[src/verilog/irqsi_pkg.sv]
// Constants and carrier types for the shared-line source identity block
package irqsi_pkg;

  localparam int unsigned ADDR_W  = 12;
  localparam int unsigned DATA_W  = 32;
  localparam int unsigned STRB_W  = 4;
  localparam int unsigned EXT_W   = 1;
  localparam int unsigned LOW_W   = 5;
  localparam int unsigned HIGH_W  = 6;
  localparam int unsigned EVT_W   = EXT_W + LOW_W + HIGH_W;
  localparam int unsigned LANE0_W = 8;
  localparam int unsigned LANE1_W = EVT_W - LANE0_W;

  // Byte offsets from the block base
  localparam logic [ADDR_W-1:0] OFS_EXT_ID   = 12'h00c;
  localparam logic [ADDR_W-1:0] OFS_LOW_ID   = 12'h010;
  localparam logic [ADDR_W-1:0] OFS_HIGH_ID  = 12'h014;
  localparam logic [ADDR_W-1:0] OFS_EVT_STAT = 12'h100;
  localparam logic [ADDR_W-1:0] OFS_EVT_MASK = 12'h104;

  // Reset values
  localparam logic [EVT_W-1:0]  EVT_STAT_RST = 12'h000;
  localparam logic [EVT_W-1:0]  EVT_MASK_RST = 12'h000;
  localparam logic [DATA_W-1:0] RD_ZERO      = 32'h0000_0000;

  // Event vector layout: ext at bit 0, low ports 1..5, high ports 6..11
  typedef struct packed {
    logic [HIGH_W-1:0] high;
    logic [LOW_W-1:0]  low;
    logic              ext;
  } irqsi_src_type;

  typedef struct packed {
    logic              psel;
    logic              penable;
    logic              pwrite;
    logic [ADDR_W-1:0] paddr;
    logic [DATA_W-1:0] pwdata;
    logic [STRB_W-1:0] pstrb;
  } irqsi_apb_req_type;

  typedef enum logic [2:0] {
    SEL_NONE = 3'b000,
    SEL_EXT  = 3'b001,
    SEL_LOW  = 3'b010,
    SEL_HIGH = 3'b011,
    SEL_STAT = 3'b100,
    SEL_MASK = 3'b101
  } irqsi_sel_type;

endpackage : irqsi_pkg
[src/verilog/irqsi_evt_capture.sv]
// Sticky rising-edge capture per source, write-one-to-clear, masked interrupt
`timescale 1ns/1ps
`default_nettype none
module irqsi_evt_capture
  import irqsi_pkg::*;
#(
  parameter int unsigned W = EVT_W
) (
  // Clock and reset
  input  wire logic         pclk,
  input  wire logic         presetn,
  // Levels, clear strobes and next mask
  input  wire logic [W-1:0] lvl,
  input  wire logic [W-1:0] clr,
  input  wire logic [W-1:0] mask_d,
  // Status and interrupt
  output var  logic [W-1:0] stat_q,
  output var  logic         irq_q
);

  logic [W-1:0] prev_q;
  logic [W-1:0] set;
  logic [W-1:0] stat_d;

  for (genvar i = 0; i < W; i++) begin : g_bit
    assign set[i]    = lvl[i] & ~prev_q[i];
    // A new edge beats a clear in the same cycle
    assign stat_d[i] = set[i] | (stat_q[i] & ~clr[i]);
    always_ff @(posedge pclk or negedge presetn) begin
      if (!presetn) begin
        prev_q[i] <= 1'b0;
        stat_q[i] <= EVT_STAT_RST[i];
      end else begin
        prev_q[i] <= lvl[i];
        stat_q[i] <= stat_d[i];
      end
    end
  end

  // Built from next values so irq tracks status and mask with no lag
  always_ff @(posedge pclk or negedge presetn) begin
    if (!presetn) begin
      irq_q <= 1'b0;
    end else begin
      irq_q <= |(stat_d & mask_d);
    end
  end
endmodule : irqsi_evt_capture
`default_nettype wire

[src/verilog/irqsi_identity.sv]
// Shared-line interrupt source identity registers with an APB slave
//
// Overview of operation
// - Line-3 identity bit 0 shows the external pin interrupt one request; bits 31:1 read 0.
// - Line-4 identity bits 4:0 show ports zero to four, one bit each; bits 31:5 read 0.
// - Line-5 identity bits 5:0 show ports five to ten, one bit each; bits 31:6 read 0.
// - The line-3 identity register sits at byte offset 0x0c, read-only, no reset value.
// - The line-4 identity register sits at byte offset 0x10, read-only, no reset value.
// - The line-5 identity register sits at byte offset 0x14, read-only, no reset value.
`timescale 1ns/1ps
`default_nettype none
module irqsi_identity
  import irqsi_pkg::*;
(
  // Clock and reset
  input  wire logic              pclk,
  input  wire logic              presetn,

  // APB slave
  input  wire logic              psel,
  input  wire logic              penable,
  input  wire logic              pwrite,
  input  wire logic [ADDR_W-1:0] paddr,
  input  wire logic [DATA_W-1:0] pwdata,
  input  wire logic [STRB_W-1:0] pstrb,
  output wire logic [DATA_W-1:0] prdata,
  output wire logic              pready,
  output wire logic              pslverr,

  // External pin source
  input  wire logic              ext_pin_irq_one,

  // Low port sources
  input  wire logic              port_zero_irq_flag,
  input  wire logic              port_one_irq_flag,
  input  wire logic              port_two_irq_flag,
  input  wire logic              port_three_irq_flag,
  input  wire logic              port_four_irq_flag,

  // High port sources
  input  wire logic              port_five_irq_flag,
  input  wire logic              port_six_irq_flag,
  input  wire logic              port_seven_irq_flag,
  input  wire logic              port_eight_irq_flag,
  input  wire logic              port_nine_irq_flag,
  input  wire logic              port_ten_irq_flag,

  // Shared line requests
  output wire logic              line3_req,
  output wire logic              line4_req,
  output wire logic              line5_req,

  // Event interrupt
  output wire logic              evt_irq
);

  irqsi_apb_req_type req;
  irqsi_src_type     src;
  irqsi_sel_type     sel;
  logic              setup;
  logic              acc_wr;
  logic [EVT_W-1:0]  lane_m;
  logic [EVT_W-1:0]  clr;
  logic [EVT_W-1:0]  mask_d;
  logic [EVT_W-1:0]  mask_q;
  logic [EVT_W-1:0]  stat_q;
  logic [DATA_W-1:0] rd_d;
  logic [DATA_W-1:0] prdata_q;
  logic              pready_q;
  logic              pslverr_q;
  logic              evt_irq_q;
  logic              line3_q;
  logic              line4_q;
  logic              line5_q;

  assign req = '{
    psel:    psel,
    penable: penable,
    pwrite:  pwrite,
    paddr:   paddr,
    pwdata:  pwdata,
    pstrb:   pstrb
  };

  // Identity bits are wired straight from the request levels
  assign src.ext  = ext_pin_irq_one;
  assign src.low  = {port_four_irq_flag,
                     port_three_irq_flag,
                     port_two_irq_flag,
                     port_one_irq_flag,
                     port_zero_irq_flag};
  assign src.high = {port_ten_irq_flag,
                     port_nine_irq_flag,
                     port_eight_irq_flag,
                     port_seven_irq_flag,
                     port_six_irq_flag,
                     port_five_irq_flag};

  function automatic irqsi_sel_type addr_sel(input logic [ADDR_W-1:0] a);
    irqsi_sel_type s;
    s = SEL_NONE;
    case (a)
      OFS_EXT_ID:   s = SEL_EXT;
      OFS_LOW_ID:   s = SEL_LOW;
      OFS_HIGH_ID:  s = SEL_HIGH;
      OFS_EVT_STAT: s = SEL_STAT;
      OFS_EVT_MASK: s = SEL_MASK;
      default:      s = SEL_NONE;
    endcase
    return s;
  endfunction : addr_sel

  assign sel    = addr_sel(req.paddr);
  assign setup  = req.psel & ~req.penable;
  // Writes act only at the access edge, when ready is sampled high
  assign acc_wr = req.psel & req.penable & pready_q & req.pwrite;
  assign lane_m = {{LANE1_W{req.pstrb[1]}}, {LANE0_W{req.pstrb[0]}}};

  // Reserved bits stay zero; the value is caught at the setup edge
  always_comb begin
    rd_d = RD_ZERO;
    case (sel)
      SEL_EXT:  rd_d[EXT_W-1:0]  = src.ext;
      SEL_LOW:  rd_d[LOW_W-1:0]  = src.low;
      SEL_HIGH: rd_d[HIGH_W-1:0] = src.high;
      SEL_STAT: rd_d[EVT_W-1:0]  = stat_q;
      SEL_MASK: rd_d[EVT_W-1:0]  = mask_q;
      default:  rd_d = RD_ZERO;
    endcase
  end

  // Identity offsets decode to no write path, so writes there vanish
  always_comb begin
    clr    = '0;
    mask_d = mask_q;
    if (acc_wr && (sel == SEL_STAT)) begin
      clr = req.pwdata[EVT_W-1:0] & lane_m;
    end
    if (acc_wr && (sel == SEL_MASK)) begin
      mask_d = (mask_q & ~lane_m) | (req.pwdata[EVT_W-1:0] & lane_m);
    end
  end

  // One wait-free access phase: ready rises in the cycle after setup
  always_ff @(posedge pclk or negedge presetn) begin
    if (!presetn) begin
      pready_q  <= 1'b0;
      pslverr_q <= 1'b0;
    end else begin
      pready_q  <= setup;
      pslverr_q <= setup & (sel == SEL_NONE);
    end
  end

  always_ff @(posedge pclk or negedge presetn) begin
    if (!presetn) begin
      prdata_q <= RD_ZERO;
    end else if (setup) begin
      prdata_q <= req.pwrite ? RD_ZERO : rd_d;
    end
  end

  // Mask is plain storage; the interrupt follows it through the capture block
  always_ff @(posedge pclk or negedge presetn) begin
    if (!presetn) begin
      mask_q <= EVT_MASK_RST;
    end else begin
      mask_q <= mask_d;
    end
  end

  irqsi_evt_capture #(
    .W      (EVT_W)
  ) u_evt (
    .pclk   (pclk),
    .presetn(presetn),
    .lvl    (src),
    .clr    (clr),
    .mask_d (mask_d),
    .stat_q (stat_q),
    .irq_q  (evt_irq_q)
  );

  // Line requests are registered so the outputs come straight from flops
  irqsi_line_merge u_merge (
    .pclk       (pclk),
    .presetn    (presetn),
    .src        (src),
    .line3_req_q(line3_q),
    .line4_req_q(line4_q),
    .line5_req_q(line5_q)
  );

  assign prdata    = prdata_q;
  assign pready    = pready_q;
  assign pslverr   = pslverr_q;
  assign evt_irq   = evt_irq_q;
  assign line3_req = line3_q;
  assign line4_req = line4_q;
  assign line5_req = line5_q;

  logic [DATA_W-1:0] ext_word;
  logic [DATA_W-1:0] low_word;
  logic [DATA_W-1:0] high_word;
  logic [EVT_W-1:0]  src_v;

  // Expected words come from the pins, so a swapped source wiring would show
  always_comb begin
    ext_word  = RD_ZERO;
    low_word  = RD_ZERO;
    high_word = RD_ZERO;
    ext_word[EXT_W-1:0]   = ext_pin_irq_one;
    low_word[LOW_W-1:0]   = {port_four_irq_flag,
                             port_three_irq_flag,
                             port_two_irq_flag,
                             port_one_irq_flag,
                             port_zero_irq_flag};
    high_word[HIGH_W-1:0] = {port_ten_irq_flag,
                             port_nine_irq_flag,
                             port_eight_irq_flag,
                             port_seven_irq_flag,
                             port_six_irq_flag,
                             port_five_irq_flag};
  end

  assign src_v = src;

  // Each port lands on its own bit of its identity word
  for (genvar i = 0; i < LOW_W; i++) begin : g_low_chk

  end

  for (genvar i = 0; i < HIGH_W; i++) begin : g_high_chk

  end
endmodule : irqsi_identity
`default_nettype wire

[src/verilog/irqsi_line_merge.sv]
// Merges the sources of each shared line into a registered line request
`timescale 1ns/1ps
`default_nettype none
module irqsi_line_merge
  import irqsi_pkg::*;
(
  // Clock and reset
  input  wire logic          pclk,
  input  wire logic          presetn,
  // Source levels
  input  wire irqsi_src_type src,
  // Line requests
  output var  logic          line3_req_q,
  output var  logic          line4_req_q,
  output var  logic          line5_req_q
);

  always_ff @(posedge pclk or negedge presetn) begin
    if (!presetn) begin
      line3_req_q <= 1'b0;
      line4_req_q <= 1'b0;
      line5_req_q <= 1'b0;
    end else begin
      line3_req_q <= src.ext;
      line4_req_q <= |src.low;
      line5_req_q <= |src.high;
    end
  end

endmodule : irqsi_line_merge
`default_nettype wire

[config.mk]
export PLATFORM = sky130hd
export DESIGN_NAME = irqsi_identity
export DESIGN_NICKNAME = d
export VERILOG_FILES = /design/src/verilog/irqsi_pkg.sv /design/src/verilog/irqsi_evt_capture.sv /design/src/verilog/irqsi_identity.sv /design/src/verilog/irqsi_line_merge.sv
export SDC_FILE = /design/constraint.sdc
export NUM_CORES = 1
export LEC_CHECK = 0
export BUFFER_PORTS_ARGS = -buffer_cell sky130_fd_sc_hd__buf_4
export CAP_MARGIN = 5
export CELL_PAD_IN_SITES_DETAIL_PLACEMENT = 1
export CELL_PAD_IN_SITES_GLOBAL_PLACEMENT = 2
export CORE_MARGIN = 10
export CORE_UTILIZATION = 31
export DETAILED_ROUTE_END_ITERATION = 16
export PLACE_DENSITY = 0.92
export SLEW_MARGIN = 0
export SYNTH_ARGS = -nofsm -noshare
export SYNTH_HDL_FRONTEND = slang
export SYNTH_SLANG_ARGS = --single-unit
[constraint.sdc]
create_clock -name pclk -period 3.48 [get_ports pclk]
set_clock_uncertainty 0.1 [all_clocks]
set_input_delay 0 -clock pclk [delete_from_list [all_inputs] [get_ports pclk]]
set_output_delay 0 -clock pclk [all_outputs]
set_load 0.005 [all_outputs]
==> flow_summary.toml, run 1 <==
[yosys]
synth_cells = 284
syn_area_mm2 = 0.00282
yosys_register_bits = 53
ys_seq_area_share_pct = 47.1
avgSynthCellArea_um2 = 9.92
ys_warn_count = 0
synthArstFlopShare_pct = 100
synth_edf_count = 0
synth_cell_types = 52
dominantRegCellSynth = "dfrtp_1"

[global_route]
grt_max_degree = 54
overflow = 0
grt_pass1_wl_mm = 14.5
grt_usage_pct = 13.7
grt_pass1_vias = 2692
grt_antenna_before_repair = 0

[timing]
hold_violations = 0
fmax_mhz = 381
fin_crit_ps = 2620
fin_hold_ws_ps = 31.0
worst_pin_slew_ps = 769
timing.final.crit_share_pct = 75.4
slew_viol_final = 0
setup_violations = 0
setup_slack_ps = 857
timing.setup.tns_ps = 0
slew_headroom_pct = 48.7
rsz0062_at_grt = "false"

[floorplanning]
dieHeight_um = 115
die-area_mm2 = 0.0133
die_w_um = 115
start_util_pct = 32.0
io_pins = 103
fp-row-count = 34
core_area_mm2 = 0.00881

[power]
power_density_mw_per_mm2 = 313
finalPower_mw = 1.15
p_leak_nw = 1.63
ir_worst_vdd_mv = 0.176

[layout]
layout_commonest_cell = "buf_4"
layout_common_cells = "buf_4 (64), dfrtp_1 (53), nand2_1 (35), dlygate4sd3_1 (28), conb_1 (20)"
synthToLayoutAreaGrowth_pct = 30.5
nNetsFinal = 436
antenna_cells = 0
final_cell_count_no_fill = 480
drive_gt1_share_pct = 22.8

[placement]
post-place-ws_ps = 779
globalplace.congestion = 0.787
dp_hpwl_mm = 6.53
dp.cells = 444
port_buffers = 60

[clocking]
cts_htree_levels = 2
numCtsBuffers = 5
clockBufferDepth = 2
holdBufCountCts = 28
cts_sinks = 53
path_clk_slew_ps = 100
root_buffer = "clkbuf_8"
tritoncts = "built"
clock_latency_ps = 310
post_cts_buffers = 0
cts_resized = 0

[setup_path]
cp.required_ps = 3560
endpoint_kind = "flip-flop"
cp.arrival_ps = 2700
critPathMaxFanout = 11
crit_type = "input port to flip-flop"
crit_path_start_kind = "input port"
ff2ff_path_depth = 7

[detailed_routing]
antenna_left = 0
routed-via-count = 2493
routed_wl_mm = 8.76
vias_per_cell = 5.19
wl_per_cell_um = 18.3
dr.pass1.iters = 4
drc = 0
drtIter0Drc = 116

[worst_hold_path]
hp-class = "input port to flip-flop"
hold_depth = 4

[outcome]
status = "finished, final reports clean"

[job]
max_cap_viol_count = 0
==> state kept, by name, summed over array words and instances (netlist names) <==
signal and flops:
mask_q 12, prdata 12, pready 1, pslverr 1, u_evt.irq_q 1, u_evt.prev_q 11
u_evt.stat_q 12, u_merge.line3_req_q 1, u_merge.line4_req_q 1, u_merge.line5_req_q 1
==> power breakdown <==
| group | internal [mW] | switching (mW) | total (mW) |
|---|---|---|---|
| logic | 0.0672 | 0.0692 | 0.136 |
| registers | 0.624 | 0.00287 | 0.627 |
| clock network | 0.180 | 0.205 | 0.386 |
==> critical path, stage by stage <==
cell and delay (ps):
dlygate4sd3_1 540, buf_4 170, nor4bb_1 390, nand4_1 330, nor3_1 250, buf_4 240, mux2_2 370, a211oi_1 270
nand4_1 150
==> per-layer routing <==
metal	global-route usage [%]	share of wire, %	wire length [um]	vias up
li1	-	-	-	1180
met1	17.0	44	3870	1240
met5	0	0	0	-
met4	3.72	1.2	109	0
met3	2.81	4.5	391	9
met2	23.3	50	4390	64
==> kinds of logic (layout without fill, tap and decap cells) <==
family | count (synthesis) | count (layout) | synth area share, %
AND/OR/NAND/NOR | 100 | 100 | 19.7
AO/OA/AOI/OAI | 75 | 75 | 18.4
multiplexers | 15 | 15 | 5.82
flip-flops | 53 | 53 | 47.1
buffers and inverters | 39 | 108 | 8.53
other | 1 | 20 | 0.133
XOR/XNOR | 1 | 1 | 0.311
==> metrics by stage <==
step / instance area (um^2) / util (%)
3_5_place_dp: 3290 / 37.4
4_1_cts: 3680 / 41.7
3_3_place_gp: 3290 / 37.4
5_1_grt: 3680 / 41.7
2_1_floorplan: 2890 / -
6_report: 3680 / 41.7
==> cell usage after synthesis, types with 3 or more instances <==
library cell | n | share of area (%)
a21oi_1 | 10 | 1.8
or3_1 | 5 | 1.1
nor2_1 | 10 | 1.3
nand2b_1 | 4 | 0.89
and4_1 | 4 | 1.2
o211ai_1 | 3 | 0.80
buf_4 | 21 | 5.6
a21o_1 | 10 | 2.7
buf_2 | 6 | 1.1
nand2_1 | 35 | 4.7
o21ai_0 | 13 | 2.3
inv_1 | 8 | 1.1
dfrtp_1 | 53 | 47
a221oi_1 | 9 | 2.8
nor2b_1 | 8 | 1.8
a31oi_1 | 4 | 0.89
nor3_1 | 3 | 0.53
nand3_1 | 8 | 1.4
o22ai_1 | 9 | 2.0
nor4_1 | 5 | 1.1
mux2_2 | 7 | 2.8
o31ai_1 | 5 | 1.3
nand3b_1 | 4 | 1.1
mux2i_1 | 7 | 2.5
==> path summary, 6_finish.rpt <==
kind | endpoint | slack, ps | startpoint
max in group asynchronous | u_merge.line5_req_q | 2660 | presetn
setup reg to reg | u_evt.irq_q | 1020 | pready
setup / recovery | u_evt.irq_q | 860 | paddr[3]
min in group asynchronous | pready | 160 | presetn
hold reg to reg | prdata[8] | 390 | prdata[8]
hold / removal | pslverr | 30 | paddr[10]
==> cell type report <==
| cell class | instances | area, um^2 |
|---|---|---|
| Fill cell | 1024 | 5130 |
| Clock buffer | 7 | 96.3 |
| Timing Repair Buffer | 92 | 761 |
| Tap cell | 108 | 135 |
| Multi-Input combinational cell | 211 | 1320 |
| Inverter | 8 | 30.0 |
| Sequential cell | 53 | 1330 |
| Clock inverter | 1 | 5.00 |
No activity file was read; power rests on OpenSTA's default activity.
==> inputs of run 2 (changes only) <==
--- a/config.mk
+++ b/config.mk
@@ -10,9 +10,9 @@
 export CELL_PAD_IN_SITES_DETAIL_PLACEMENT = 1
 export CELL_PAD_IN_SITES_GLOBAL_PLACEMENT = 2
 export CORE_MARGIN = 10
-export CORE_UTILIZATION = 31
+export CORE_UTILIZATION = 29
 export DETAILED_ROUTE_END_ITERATION = 16
-export PLACE_DENSITY = 0.92
+export PLACE_DENSITY = 0.87
 export SLEW_MARGIN = 0
 export SYNTH_ARGS = -nofsm -noshare
 export SYNTH_HDL_FRONTEND = slang
==> constraint.sdc (replaced) <==
create_clock -name pclk -period 2.6 [get_ports pclk]
set_clock_uncertainty 0.1 [all_clocks]
set_input_delay 0 -clock pclk [delete_from_list [all_inputs] [get_ports pclk]]
set_output_delay 0 -clock pclk [all_outputs]
set_load 0.005 [all_outputs]
==> flow_summary.toml, run 2 (synthesized netlist as in run 1, its figures left out) <==
[setup_path]
cpPeakStageDelay_ps = 540
ff2ff_path_depth = 7
crit_path_start_kind = "input port"
cp.arrival_ps = 2300
crit_type = "input port to flip-flop"
worst-path-buf-inv = 3
cp_top_family = "buffers and inverters"
critical_path.cell_chain = "dlygate4sd3_1 > buf_4 > and4_1 > nand4_1 > nor3_1 > buf_4 > mux2_2 > a21bo_2 > nand4_1"
cp.required_ps = 2670
endpoint_kind = "flip-flop"
critPathSlowestCell = "dlygate4sd3_1"
cp.depth = 9
critPathMaxFanout = 10

[detailed_routing]
routed_wl_mm = 8.95
vias_per_cell = 4.97
routed-via-count = 2525
met1Wirelength_mm = 3.92
drtIter0Drc = 112
antenna_left = 0
drc = 0
wl_per_cell_um = 17.6
dr_wl_met2_mm = 4.25
met3_length_um = 704
top_layer = "met4"
dr.pass1.iters = 4

[power]
pwr-share-comb_pct = 11.4
ir_worst_vdd_mv = 0.231
p_sw_share_pct = 23.0
power_frac_clock_pct = 36.4
p_sw_mw = 0.370
p_leak_nw = 1.67
intPower_mw = 1.24
seq_power_share_pct = 52.1
power_density_mw_per_mm2 = 427

[floorplanning]
die-area_mm2 = 0.0141
io_pins = 103
dieHeight_um = 119
die_w_um = 119
core_area_mm2 = 0.00937
start_util_pct = 30.1
fp-row-count = 35

[global_route]
grt_pass1_wl_mm = 14.5
grt_pass1_vias = 2737
grt_max_degree = 54
overflow = 0
grt_usage_pct = 12.3
grt_antenna_before_repair = 0

[clocking]
cts_resized = 0
cts_sinks = 53
tritoncts = "built"
holdBufCountCts = 27
path_clk_slew_ps = 100
numCtsBuffers = 5
clock_latency_ps = 300
cts_htree_levels = 2
post_cts_buffers = 0
root_buffer = "clkbuf_8"
clockBufferDepth = 2

[timing]
worst_pin_slew_ps = 697
hold_violations = 0
setup_violations = 0
slew_viol_final = 0
fin_crit_ps = 2230
timing.setup.tns_ps = 0
rsz0062_at_grt = "false"
slew_headroom_pct = 53.5
timing.final.crit_share_pct = 85.8
fmax_mhz = 448

[layout]
antenna_cells = 0
layout_common_cells = "buf_4 (72), dfrtp_1 (53), nand2_1 (35), dlygate4sd3_1 (27), conb_1 (20)"
layout_commonest_cell = "buf_4"
drive_gt1_share_pct = 24.5
final_cell_count_no_fill = 508
n_fill_cell = 1116
nNetsFinal = 443
ff_latch_area_mm2 = 0.00133
synthToLayoutAreaGrowth_pct = 33.8
multi_input_area_mm2 = 0.00132

[placement]
dp_hpwl_mm = 6.97
dp.cells = 473
port_buffers = 60
globalplace.congestion = 0.835

[job]
max_cap_viol_count = 0

[outcome]
status = "finished, final reports clean"

[worst_hold_path]
hold_depth = 3
hp-class = "input port to flip-flop"
run 2: changes by cell type in the layout (fill, tap and decap cells not counted):
cell	before	now
bufinv_16	0	1
clkinvlp_4	0	1
buf_4	64	72
clkbuf_8	7	6
clkinv_2	1	0
dlygate4sd3_1	28	27
run 2: layout make-up:
type / count / share of cell area [%]
multi-input cells: 211 / 35.1
repair buffers: 99 / 21.5
clock inverters: 2 / 0.995
inverters: 8 / 0.796
clock buffers: 6 / 2.19
flip-flops and latches: 53 / 35.2
well taps: 129 / 4.28
run 2: worst reg2reg max path, cell delays in order (launching register included):
cell and delay, ps:
dfrtp_1 350, and4_1 320, nand4_1 150, nor3_1 230
buf_4 260, mux2_2 360, a21bo_2 210, nand4_1 100
run 2: through the flow:
stage               setup WS (ps)  util [%]  hold WS (ps)  cell area, um^2  total power [mW]
finish                        370      40.2          8.67             3770              1.61
global route                  217      40.2          21.1             3770              1.69
CTS                           396      40.2          5.86             3770              1.63
detailed placement            308      36.1         -6.60             3380              1.01
global placement              313      36.1         -20.6             3380              1.00
floorplan                     505         -          -396             2890             0.921
run 2: path summary, 6_finish.rpt:
| check | startpoint | slack, ps | to |
|---|---|---|---|
| max | pwrite | 370 | u_evt.irq_q |
| min | paddr[3] | 9 | pslverr |
| max reg2reg | pready | 380 | u_evt.irq_q |
| min reg2reg | prdata[7] | 390 | prdata[7] |
| max in group asynchronous | presetn | 1760 | mask_q[5] |
| min in group asynchronous | presetn | 180 | u_evt.stat_q[8] |
run 2: layer usage:
metal	vias to the layer above	GRT usage, %
li1	1190	-
met1	1241	15.8
met2	88	20.3
met3	6	3.38
met4	0	2.52
met5	-	0
run 2: power by group through the flow:
stage / clock network (mW) / logic, mW / registers, mW
2_1_floorplan: 0 / 0.0660 / 0.855
3_3_place_gp: 0 / 0.146 / 0.854
3_5_place_dp: 0 / 0.151 / 0.856
4_1_cts: 0.605 / 0.184 / 0.839
5_1_grt: 0.642 / 0.206 / 0.840
6_report: 0.586 / 0.184 / 0.839
==> inputs of run 3 (changes only) <==
--- a/config.mk
+++ b/config.mk
@@ -10,9 +10,10 @@
 export CELL_PAD_IN_SITES_DETAIL_PLACEMENT = 1
 export CELL_PAD_IN_SITES_GLOBAL_PLACEMENT = 2
 export CORE_MARGIN = 10
-export CORE_UTILIZATION = 29
+export CORE_UTILIZATION = 31
+export CTS_CLUSTER_SIZE = 16
 export DETAILED_ROUTE_END_ITERATION = 16
-export PLACE_DENSITY = 0.87
+export PLACE_DENSITY = 0.92
 export SLEW_MARGIN = 0
 export SYNTH_ARGS = -nofsm -noshare
 export SYNTH_HDL_FRONTEND = slang
==> constraint.sdc (replaced) <==
create_clock -name pclk -period 2.75 [get_ports pclk]
set_clock_uncertainty 0.1 [all_clocks]
set_input_delay 0 -clock pclk [delete_from_list [all_inputs] [get_ports pclk]]
set_output_delay 0 -clock pclk [all_outputs]
set_load 0.005 [all_outputs]
==> flow_summary.toml, run 3 (synthesized netlist as in run 1, its figures left out) <==
[outcome]
status = "finished, final reports clean"

[clocking]
post_cts_buffers = 0
clock_latency_ps = 310
cts_resized = 0
clockBufferDepth = 2
path_clk_slew_ps = 100
numCtsBuffers = 5
cts_sinks = 53
tritoncts = "built"
root_buffer = "clkbuf_8"
cts_htree_levels = 2

[placement]
dp_hpwl_mm = 6.73
globalplace.congestion = 0.789
dp.cells = 449
port_buffers = 60

[layout]
drive_gt1_share_pct = 23.9
synthToLayoutAreaGrowth_pct = 32.5
layout_commonest_cell = "buf_4"
nNetsFinal = 441
final_cell_count_no_fill = 485
n_fill_cell = 1013
antenna_cells = 0
layout_common_cells = "buf_4 (69), dfrtp_1 (53), nand2_1 (35), dlygate4sd3_1 (28), conb_1 (20)"

[setup_path]
crit_path_start_kind = "input port"
endpoint_kind = "flip-flop"
critPathMaxFanout = 11
reg2reg_slack_ps = 520
r2r-start = "pready"
cp.arrival_ps = 2470
r2r_end = "u_evt.irq_q"
critPathCapture = "u_evt.irq_q"
crit_type = "input port to flip-flop"
cp-startpoint = "paddr[3]"
ff2ff_path_depth = 7
cp.required_ps = 2840

[timing]
slew_viol_final = 0
slew_headroom_pct = 50.8
setup_violations = 0
fin_crit_ps = 2390
worst_pin_slew_ps = 738
rsz0062_at_grt = "false"
fmax_mhz = 419
hold_violations = 0
timing.setup.tns_ps = 0
timing.final.crit_share_pct = 86.8

[power]
finalPower_mw = 1.53
p_leak_nw = 1.66
power_density_mw_per_mm2 = 410
ir_worst_vdd_mv = 0.191

[detailed_routing]
dr.pass1.iters = 4
wl_per_cell_um = 18.0
routed-via-count = 2529
antenna_left = 0
drc = 0
vias_per_cell = 5.21
drtIter0Drc = 130
routed_wl_mm = 8.75

[floorplanning]
die-area_mm2 = 0.0133
fp-row-count = 34
io_pins = 103
dieHeight_um = 115
start_util_pct = 32.0
core_area_mm2 = 0.00881
die_w_um = 115

[worst_hold_path]
hp-class = "input port to flip-flop"

[global_route]
grt_antenna_before_repair = 0
overflow = 0
grt_pass1_vias = 2725
grt_pass1_wl_mm = 14.4
grt_max_degree = 54
grt_usage_pct = 13.5

[job]
max_cap_viol_count = 0
==> run 3: metrics by stage <==
stage / hold WS, ps / worst slack (ps) / cell area, um^2 / utilization [%]
4_1_cts: 29.0 / 383 / 3730 / 42.4
6_report: 38.5 / 363 / 3730 / 42.4
2_1_floorplan: -396 / 655 / 2890 / -
3_5_place_dp: -11.2 / 454 / 3330 / 37.8
3_3_place_gp: -22.0 / 473 / 3330 / 37.8
5_1_grt: 83.9 / 175 / 3730 / 42.4
==> run 3: critical path, cell delays in order <==
cell and delay (ps):
dlygate4sd3_1 540, buf_4 170, nor4bb_1 390, nand4_1 190
nor3_1 170, buf_4 230, mux2_2 360, a211oi_1 280
nand4_1 140
==> run 3: layout make-up <==
class                           instances  area, um^2  area share (%)
Sequential cell                        53        1330            35.5
Clock buffer                            6        82.6            2.21
Multi-Input combinational cell        211        1320            35.4
Clock inverter                          2        37.5            1.01
Tap cell                              108         135            3.62
Inverter                                8        30.0           0.805
Timing Repair Buffer                   97         798            21.4
==> run 3: how the worst min path moves through the flow <==
stage,depth (start not counted),startpoint,endpoint
after floorplan,0,presetn,mask_q[0]
after global placement,1,presetn,pslverr
after detailed placement,1,presetn,pslverr
after CTS,4,paddr[10],pslverr
after global routing,4,paddr[10],pslverr
final,4,paddr[10],pslverr
==> run 3: layer usage <==
| layer | GRT usage, % | routed length [um] | vias up |
|---|---|---|---|
| met5 | 0 | 0 | - |
| met4 | 3.38 | 78 | 0 |
| met3 | 2.86 | 412 | 8 |
| met2 | 22.6 | 4420 | 60 |
| met1 | 17.3 | 3840 | 1269 |
| li1 | - | - | 1192 |
==> run 3: timing repair <==
action,in CTS,in global routing
endpoints found under the hold margin,96,0
setup endpoints to repair,0,0
hold buffers,28,0
==> run 3: power breakdown <==
group          internal (mW)  switching, mW  leakage [nW]
registers              0.789        0.00372         0.627
clock network          0.296          0.268        0.0574
logic                 0.0859         0.0874         0.972
total                   1.17          0.359          1.66
